[src/bridge_window_upper_regs.svh]
// bridge_window_upper_regs.svh: register indices, field positions, reset
// values and timing counts for the bridge window register slice.
// assumes a 32-bit avalon slave with one aligned word per register index.
`ifndef BRIDGE_WINDOW_UPPER_REGS_SVH
`define BRIDGE_WINDOW_UPPER_REGS_SVH

// register indices; byte address is four times the index
`define IDX_IO_BASE_LOW 8'h1c
`define IDX_IO_LIMIT_LOW 8'h1d
`define IDX_PF_BASE_LOW 8'h24
`define IDX_PF_LIMIT_LOW 8'h26
`define IDX_PF_BASE_UPPER 8'h28
`define IDX_PF_LIMIT_UPPER 8'h2c
`define IDX_IO_BASE_UPPER 8'h30
`define IDX_IO_LIMIT_UPPER 8'h32
`define IDX_CAP_PTR 8'h34
`define IDX_OPTION_ROM 8'h38
`define IDX_INTR_SCRATCH 8'h3c
`define IDX_CFG_LOCK 8'h50

// field positions
`define WIDE_CAP_BIT 0
`define PF_FIELD_HI 15
`define PF_FIELD_LO 4
`define IO_FIELD_HI 7
`define IO_FIELD_LO 4
`define UNLOCK_BIT 0

// reset values
`define RST_PF_WIDE 1'h1
`define RST_PF_BASE_LOW 12'hfff
`define RST_PF_LIMIT_LOW 12'h000
`define RST_PF_BASE_UPPER 32'hffff_ffff
`define RST_PF_LIMIT_UPPER 32'h0000_0000
`define RST_IO_WIDE 1'h1
`define RST_IO_BASE_LOW 4'hf
`define RST_IO_LIMIT_LOW 4'h0
`define RST_IO_BASE_UPPER 16'hffff
`define RST_IO_LIMIT_UPPER 16'h0000
`define RST_CAP_PTR 8'h40
`define RST_INTR_SCRATCH 8'h00
`define RST_UNLOCK 1'h0

// implied low address bits of base and limit
`define PF_LOW_ZERO 20'h0_0000
`define PF_LOW_ONES 20'hf_ffff
`define IO_LOW_ZERO 12'h000
`define IO_LOW_ONES 12'hfff

// avalon answer codes and wait states before the answer
`define RESP_OKAY 2'h0
`define RESP_SLVERR 2'h2
`define BUS_WAIT_CYCLES 1

`endif

[src/bridge_window_pkg.sv]
// bridge_window_pkg: types shared by the bridge window register slice.
// assumes the constants header is included by every user of these types.
package bridge_window_pkg;

    typedef enum logic {
        PH_IDLE,
        PH_ANSWER
    } bus_phase_t;

    typedef struct packed {
        logic [63:0] lowest;
        logic [63:0] highest;
        logic wide;
    } pf_window_t;

    typedef struct packed {
        logic [31:0] lowest;
        logic [31:0] highest;
        logic wide;
    } io_window_t;

endpackage

[src/bridge_window_upper_regs.sv]
// bridge_window_upper_regs: slice of a type 1 bridge header holding the
// prefetchable limit, the upper window halves, capability pointer,
// option rom base and interrupt routing scratch, plus window decode.
// assumes a synchronous avalon-mm master on sys_clk_i and addresses
// presented to the decoders synchronous to the same clock.
//
// Our own choice: the Avalon-MM slave port.

`timescale 1ns/100ps

`include "bridge_window_upper_regs.svh"

module bridge_window_upper_regs
    import bridge_window_pkg::*;
(
    input wire logic sys_clk_i,
    input wire logic rstn_i,
    input wire logic [9:0] avs_address_i,
    input wire logic avs_read_i,
    input wire logic avs_write_i,
    input wire logic [3:0] avs_byteenable_i,
    input wire logic [31:0] avs_writedata_i,
    output logic [31:0] avs_readdata_o,
    output logic [1:0] avs_response_o,
    output logic avs_waitrequest_o,
    input wire logic [63:0] pf_addr_i,
    input wire logic [31:0] io_addr_i,
    output logic pf_hit_o,
    output logic io_hit_o,
    output pf_window_t pf_window_o,
    output io_window_t io_window_o
);

    bus_phase_t phase;
    logic [7:0] idx;
    logic take_write;
    logic take_read;
    logic [31:0] next_readdata;
    logic next_error;

    logic prefetch_wide_capable;
    logic [11:0] prefetch_base_low;
    logic [11:0] prefetch_limit_low;
    logic [31:0] prefetch_base_upper;
    logic [31:0] prefetch_limit_upper;
    logic io_wide_capable;
    logic [3:0] io_base_low;
    logic [3:0] io_limit_low;
    logic [15:0] io_base_upper;
    logic [15:0] io_limit_upper;
    logic [7:0] capability_list_pointer;
    logic [7:0] interrupt_routing_scratch;
    logic unlock;

    logic [31:0] pf_base_up_eff;
    logic [31:0] pf_limit_up_eff;
    logic [15:0] io_base_up_eff;
    logic [15:0] io_limit_up_eff;
    pf_window_t next_pf_window;
    io_window_t next_io_window;

    // merge a write with the stored word under the byte enables
    function automatic logic [31:0] merge_be(
        input logic [31:0] old_val,
        input logic [31:0] new_val,
        input logic [3:0] be
    );
        logic [31:0] res;
        res = old_val;
        for (int b = 0; b < 4; b++) begin
            if (be[b]) begin
                res[b*8 +: 8] = new_val[b*8 +: 8];
            end
        end
        return res;
    endfunction

    assign idx = avs_address_i[9:2];

    // one wait state: the request is seen, then answered on the next edge
    always_ff @(posedge sys_clk_i or negedge rstn_i) begin
        if (!rstn_i) begin
            phase <= PH_IDLE;
        end else begin
            case (phase)
                PH_IDLE: begin
                    if (avs_read_i || avs_write_i) begin
                        phase <= PH_ANSWER;
                    end
                end
                PH_ANSWER: begin
                    phase <= PH_IDLE;
                end
                default: begin
                    phase <= PH_IDLE;
                end
            endcase
        end
    end

    assign avs_waitrequest_o = (phase != PH_ANSWER);
    assign take_write = (phase == PH_ANSWER) && avs_write_i;
    assign take_read = (phase == PH_IDLE) && avs_read_i;

    // narrow-mode upper halves act as zero for reads and decode
    assign pf_base_up_eff =
        prefetch_wide_capable ? prefetch_base_upper : 32'h0;
    assign pf_limit_up_eff =
        prefetch_wide_capable ? prefetch_limit_upper : 32'h0;
    assign io_base_up_eff =
        io_wide_capable ? io_base_upper : 16'h0;
    assign io_limit_up_eff =
        io_wide_capable ? io_limit_upper : 16'h0;

    // read mux; data is captured before the answer edge
    always_comb begin
        next_readdata = 32'h0;
        next_error = 1'b0;
        case (idx)
            `IDX_IO_BASE_LOW: begin
                next_readdata[`IO_FIELD_HI:`IO_FIELD_LO] = io_base_low;
                next_readdata[`WIDE_CAP_BIT] = io_wide_capable;
            end
            `IDX_IO_LIMIT_LOW: begin
                next_readdata[`IO_FIELD_HI:`IO_FIELD_LO] = io_limit_low;
                next_readdata[`WIDE_CAP_BIT] = io_wide_capable;
            end
            `IDX_PF_BASE_LOW: begin
                next_readdata[`PF_FIELD_HI:`PF_FIELD_LO] =
                    prefetch_base_low;
                next_readdata[`WIDE_CAP_BIT] =
                    prefetch_wide_capable;
            end
            `IDX_PF_LIMIT_LOW: begin
                next_readdata[`PF_FIELD_HI:`PF_FIELD_LO] =
                    prefetch_limit_low;
                next_readdata[`WIDE_CAP_BIT] =
                    prefetch_wide_capable;
            end
            `IDX_PF_BASE_UPPER: begin
                next_readdata = pf_base_up_eff;
            end
            `IDX_PF_LIMIT_UPPER: begin
                next_readdata = pf_limit_up_eff;
            end
            `IDX_IO_BASE_UPPER: begin
                next_readdata[15:0] = io_base_up_eff;
            end
            `IDX_IO_LIMIT_UPPER: begin
                next_readdata[15:0] = io_limit_up_eff;
            end
            `IDX_CAP_PTR: begin
                next_readdata[7:0] = capability_list_pointer;
            end
            `IDX_OPTION_ROM: begin
                next_readdata = 32'h0;
            end
            `IDX_INTR_SCRATCH: begin
                next_readdata[7:0] = interrupt_routing_scratch;
            end
            `IDX_CFG_LOCK: begin
                next_readdata[`UNLOCK_BIT] = unlock;
            end
            default: begin
                next_error = 1'b1;
            end
        endcase
    end

    always_ff @(posedge sys_clk_i or negedge rstn_i) begin
        if (!rstn_i) begin
            avs_readdata_o <= 32'h0;
            avs_response_o <= `RESP_OKAY;
        end else if (phase == PH_IDLE && (avs_read_i || avs_write_i)) begin
            avs_readdata_o <= take_read ? next_readdata : 32'h0;
            avs_response_o <= next_error ? `RESP_SLVERR : `RESP_OKAY;
        end
    end

    // unlock gates the hardware-initialised fields
    always_ff @(posedge sys_clk_i or negedge rstn_i) begin
        if (!rstn_i) begin
            unlock <= `RST_UNLOCK;
        end else if (take_write && idx == `IDX_CFG_LOCK &&
                     avs_byteenable_i[0]) begin
            unlock <= avs_writedata_i[`UNLOCK_BIT];
        end
    end

    // prefetchable base low word: capability bit locked, base field free
    always_ff @(posedge sys_clk_i or negedge rstn_i) begin
        if (!rstn_i) begin
            prefetch_wide_capable <= `RST_PF_WIDE;
            prefetch_base_low <= `RST_PF_BASE_LOW;
        end else if (take_write && idx == `IDX_PF_BASE_LOW) begin
            if (avs_byteenable_i[0] && unlock) begin
                prefetch_wide_capable <=
                    avs_writedata_i[`WIDE_CAP_BIT];
            end
            if (avs_byteenable_i[0]) begin
                prefetch_base_low[3:0] <= avs_writedata_i[7:4];
            end
            if (avs_byteenable_i[1]) begin
                prefetch_base_low[11:4] <= avs_writedata_i[15:8];
            end
        end
    end

    // limit bit 0 is not stored: it mirrors the capability bit
    always_ff @(posedge sys_clk_i or negedge rstn_i) begin
        if (!rstn_i) begin
            prefetch_limit_low <= `RST_PF_LIMIT_LOW;
        end else if (take_write && idx == `IDX_PF_LIMIT_LOW) begin
            if (avs_byteenable_i[0]) begin
                prefetch_limit_low[3:0] <= avs_writedata_i[7:4];
            end
            if (avs_byteenable_i[1]) begin
                prefetch_limit_low[11:4] <= avs_writedata_i[15:8];
            end
        end
    end

    // stored upper values survive a narrow spell but are not visible
    always_ff @(posedge sys_clk_i or negedge rstn_i) begin
        if (!rstn_i) begin
            prefetch_base_upper <= `RST_PF_BASE_UPPER;
            prefetch_limit_upper <= `RST_PF_LIMIT_UPPER;
        end else if (take_write && prefetch_wide_capable) begin
            if (idx == `IDX_PF_BASE_UPPER) begin
                prefetch_base_upper <= merge_be(prefetch_base_upper,
                    avs_writedata_i, avs_byteenable_i);
            end
            if (idx == `IDX_PF_LIMIT_UPPER) begin
                prefetch_limit_upper <= merge_be(prefetch_limit_upper,
                    avs_writedata_i, avs_byteenable_i);
            end
        end
    end

    // io low words: capability bit locked, address nibbles free
    always_ff @(posedge sys_clk_i or negedge rstn_i) begin
        if (!rstn_i) begin
            io_wide_capable <= `RST_IO_WIDE;
            io_base_low <= `RST_IO_BASE_LOW;
            io_limit_low <= `RST_IO_LIMIT_LOW;
        end else if (take_write && avs_byteenable_i[0]) begin
            if (idx == `IDX_IO_BASE_LOW) begin
                io_base_low <= avs_writedata_i[`IO_FIELD_HI:`IO_FIELD_LO];
                if (unlock) begin
                    io_wide_capable <= avs_writedata_i[`WIDE_CAP_BIT];
                end
            end
            if (idx == `IDX_IO_LIMIT_LOW) begin
                io_limit_low <= avs_writedata_i[`IO_FIELD_HI:`IO_FIELD_LO];
            end
        end
    end

    always_ff @(posedge sys_clk_i or negedge rstn_i) begin
        if (!rstn_i) begin
            io_base_upper <= `RST_IO_BASE_UPPER;
            io_limit_upper <= `RST_IO_LIMIT_UPPER;
        end else if (take_write && io_wide_capable) begin
            if (idx == `IDX_IO_BASE_UPPER) begin
                io_base_upper <= 16'(merge_be({16'h0, io_base_upper},
                    avs_writedata_i, avs_byteenable_i));
            end
            if (idx == `IDX_IO_LIMIT_UPPER) begin
                io_limit_upper <= 16'(merge_be({16'h0, io_limit_upper},
                    avs_writedata_i, avs_byteenable_i));
            end
        end
    end

    always_ff @(posedge sys_clk_i or negedge rstn_i) begin
        if (!rstn_i) begin
            capability_list_pointer <= `RST_CAP_PTR;
        end else if (take_write && idx == `IDX_CAP_PTR && unlock &&
                     avs_byteenable_i[0]) begin
            capability_list_pointer <= avs_writedata_i[7:0];
        end
    end

    // scratch only: nothing below reads it
    always_ff @(posedge sys_clk_i or negedge rstn_i) begin
        if (!rstn_i) begin
            interrupt_routing_scratch <= `RST_INTR_SCRATCH;
        end else if (take_write && idx == `IDX_INTR_SCRATCH &&
                     avs_byteenable_i[0]) begin
            interrupt_routing_scratch <= avs_writedata_i[7:0];
        end
    end

    // window bounds; low address bits implied zero for base, ones for limit
    always_comb begin
        next_pf_window.lowest = {pf_base_up_eff, prefetch_base_low,
            `PF_LOW_ZERO};
        next_pf_window.highest = {pf_limit_up_eff, prefetch_limit_low,
            `PF_LOW_ONES};
        next_pf_window.wide = prefetch_wide_capable;
        next_io_window.lowest = {io_base_up_eff, io_base_low,
            `IO_LOW_ZERO};
        next_io_window.highest = {io_limit_up_eff, io_limit_low,
            `IO_LOW_ONES};
        next_io_window.wide = io_wide_capable;
    end

    always_ff @(posedge sys_clk_i or negedge rstn_i) begin
        if (!rstn_i) begin
            pf_window_o <= '0;
            io_window_o <= '0;
        end else begin
            pf_window_o <= next_pf_window;
            io_window_o <= next_io_window;
        end
    end

    // registered compare: one cycle from address to hit, and a base above
    // the limit simply never hits, which is how software closes a window
    always_ff @(posedge sys_clk_i or negedge rstn_i) begin
        if (!rstn_i) begin
            pf_hit_o <= 1'b0;
            io_hit_o <= 1'b0;
        end else begin
            pf_hit_o <= (pf_addr_i >= next_pf_window.lowest) &&
                (pf_addr_i <= next_pf_window.highest);
            io_hit_o <= (io_addr_i >= next_io_window.lowest) &&
                (io_addr_i <= next_io_window.highest);
        end
    end

endmodule

[config.mk]
export PLATFORM = sky130hd
export DESIGN_NAME = bridge_window_upper_regs
export DESIGN_NICKNAME = d
export VERILOG_FILES = /design/src/bridge_window_pkg.sv /design/src/bridge_window_upper_regs.sv
export VERILOG_INCLUDE_DIRS = /design/src
export SDC_FILE = /design/constraint.sdc
export NUM_CORES = 1
export LEC_CHECK = 0
export ABC_AREA = 1
export BUFFER_PORTS_ARGS = -buffer_cell sky130_fd_sc_hd__buf_2
export CORE_ASPECT_RATIO = 0.9
export CORE_MARGIN = 2
export CORE_UTILIZATION = 40
export CTS_CLUSTER_SIZE = 28
export DETAILED_ROUTE_END_ITERATION = 6
export PLACE_DENSITY = 0.73
export SYNTH_ARGS = -nofsm -noshare
export SYNTH_HDL_FRONTEND = slang
export SYNTH_SLANG_ARGS = --single-unit
[constraint.sdc]
create_clock -name sys_clk_i -period 3.12 [get_ports sys_clk_i]
set_input_delay 0.312 -clock sys_clk_i [delete_from_list [all_inputs] [get_ports sys_clk_i]]
set_output_delay 0.312 -clock sys_clk_i [all_outputs]
set_load 0.02 [all_outputs]
==> flow_summary.toml <==
[clock_network]
clk_pin_slew_worst_paths_ps = 60
htreeDepth = 2
cts_sinks = 314
clkLatencyLatePin_ps = 550
postCtsHoldBufs = 13
cts_setup_buffers = 0
cts_resized = 0
numCtsBuffers = 38
cts_max_path_buffers = 3
cts_root_buffer = "clkbuf_16"
cts_tree = "built"

[timing]
fin_skew_ps = 12.0
hold_violations = 0
setup_viol = 0
rsz0062_at_grt = "false"
min_period_ps = 2470
max_slew.worst_pin.slew_ps = 736
holdWs_ps = 28.1
period_share = 0.793
fmax_ghz = 0.404
tns_ps = 0
slew_violations = 0
max_slew_margin = 0.508

[drt]
drtPass1Iterations = 5
first_iter_violations = 1111
finalWirelength_microns = 48800
vias_per_cell = 4.94
ant_nets = 0
wl_per_cell_microns = 18.0
route.vias.total = 13400
remaining_drc_errors = 0

[status]
status = "completed"

[die]
num_rows = 69
start_util = 0.407
fp.dieH_microns = 194
io_pins = 377
die_area_sq_um = 41800
coreArea_sq_um = 39500
dieWidth_microns = 215

[synth]
yosysTopAreaCell = "dfrtp_1"
yosys_warnings = 0
netlist_instances = 1807
synth_cell_types = 37
synth-edff-count = 0
synthFlopType = "dfrtp_1"
yosysMostFrequentCell = "nand2_1"
synth_area_sq_um = 16100
synth_top_area_frac = 0.384
synthArstFlopShare = 1.00
synth_seq_cells = 314
netlist_top_cells_area = "dfrtp_1 38%, nand2_1 12%, dfstp_2 11%"
ys_seq_area_frac = 0.494
ys_top_cells_by_count = "534 x nand2_1, 247 x dfrtp_1, 225 x inv_1"
post_synth.cell_area_avg_sq_um = 8.90

[global_route]
grt_max_degree = 79
antenna_found_initial = 6
grt_pass1_wl_microns = 73700
grt_pass1_vias = 12900
grt_usage = 0.231
grt_overflow = 0

[worst_hold_path]
min_path_type = "in2reg"
holdCritStartpoint = "avs_writedata_i[0]"
holdPathEnd = "prefetch_wide_capable"
hold_depth = 3

[critical_path]
end_kind = "register"
r2r_setup_slack_ps = 650
crit_type = "reg2reg"
required_ps = 3560
r2r-start = "prefetch_wide_capable"
cp-start-kind = "register"
cp_max_fo = 34
arrival_ps = 2910
rr_endpoint = "pf_hit_o"
r2r_cells = 12

[final_layout]
syn2layout_area_growth_pct = 20.8
drive_gt1_frac = 0.272
layout.nets = 2415
postLayoutCellArea_sq_um = 19400
fin_util = 0.492

[placement]
place_area_sq_um = 18000
port_buffers = 341
place.gp.congestion = 0.930
hpwl_microns = 37800

[power]
p_total_mw = 9.68
peakVddDrop_mv = 0.279
p_leak_nw = 10.8
power_density_nw_per_um2 = 498

[run]
cap_violations = 0
## placed cells by master (no fill, tap or decap), types with 26 or more instances in the layout
| cell type | Yosys | layout |
|---|---|---|
| o22ai_1 | 26 | 26 |
| ha_1 | 128 | 128 |
| a21oi_1 | 50 | 50 |
| inv_1 | 225 | 225 |
| clkbuf_16 | 0 | 41 |
| conb_1 | 2 | 34 |
| nand2_1 | 534 | 534 |
| nor2_1 | 86 | 86 |
| nand3_1 | 42 | 42 |
| o21ai_0 | 104 | 104 |
| buf_2 | 17 | 340 |
| dfrtp_1 | 247 | 247 |
| o21ai_2 | 64 | 64 |
| dfstp_2 | 67 | 67 |
## final cells by class
cell class                 count  area (sq um)
antenna                        1          2.50
fill                        3776         20100
timing repair buffer         368          1980
tap                          532           666
clock inverter                14           205
sequential                   314          7940
multi-input combinational   1185          6630
inverter                     234           881
clock buffer                  56          1130
## cell families (layout without fill, tap and decap cells)
kind of cell               after synthesis  in the layout  synth area share
DFF                                    314            314             0.494
buffers and inverters                  340            672             0.102
adders and majority gates              128            128            0.0995
other                                    2             35          0.000467
and+or+nand+nor                        738            738             0.193
AOI/OAI and AO/OA                      285            285             0.111
## power by group
| group | leakage (nW) | total [mW] | internal (mW) | switching [mW] |
|---|---|---|---|---|
| registers | 4.08 | 4.15 | 4.13 | 0.0265 |
| logic | 6.07 | 0.826 | 0.263 | 0.563 |
| clock network | 0.656 | 4.70 | 2.94 | 1.76 |
## per-layer routing
metal / part of all wire / GRT usage / vias to the layer above
met3: 0.080 / 0.0574 / 89
met2: 0.45 / 0.366 / 561
met4: 0.028 / 0.0736 / 10
li1: - / - / 6386
met1: 0.44 / 0.313 / 6321
met5: 0.0016 / 0 / -
## how the worst max path moves through the flow
stage,start,endpoint,slack [ps],cells after the start
2_1_floorplan,prefetch_wide_capable,pf_hit_o,920,13
3_3_place_gp,prefetch_wide_capable,pf_hit_o,750,13
3_5_place_dp,prefetch_wide_capable,pf_hit_o,710,12
4_1_cts,prefetch_wide_capable,pf_hit_o,700,12
5_1_grt,prefetch_wide_capable,pf_hit_o,490,13
6_report,prefetch_wide_capable,pf_hit_o,650,12
## state kept, by name, summed over array words and instances (netlist names), 4 cells and up
name / count
prefetch_base_upper: 32
pf_window_o: 89
interrupt_routing_scratch: 8
io_base_upper: 16
io_base_low: 4
io_limit_upper: 16
prefetch_limit_upper: 32
prefetch_limit_low: 12
capability_list_pointer: 8
io_window_o: 42
prefetch_base_low: 12
avs_readdata_o: 32
io_limit_low: 4
## metrics by stage
stage          setup slack, ps  instances
2_1_floorplan              924       1839
3_3_place_gp               749       2620
3_5_place_dp               708       2620
4_1_cts                    697       2703
5_1_grt                    490       2704
6_report                   647       2704
## critical path, stage by stage (launching register included)
cell     delay (ps)
dfstp_2         520
buf_4           360
nand2_1         170
ha_1            340
nand2_1          70
nor2_1          330
nand4_1         170
nor2_1          120
nand2_1          50
nand3_1          80
nand2_1          50
nand2_1          50
inv_1            30
No activity file was read; power rests on OpenSTA's default activity.
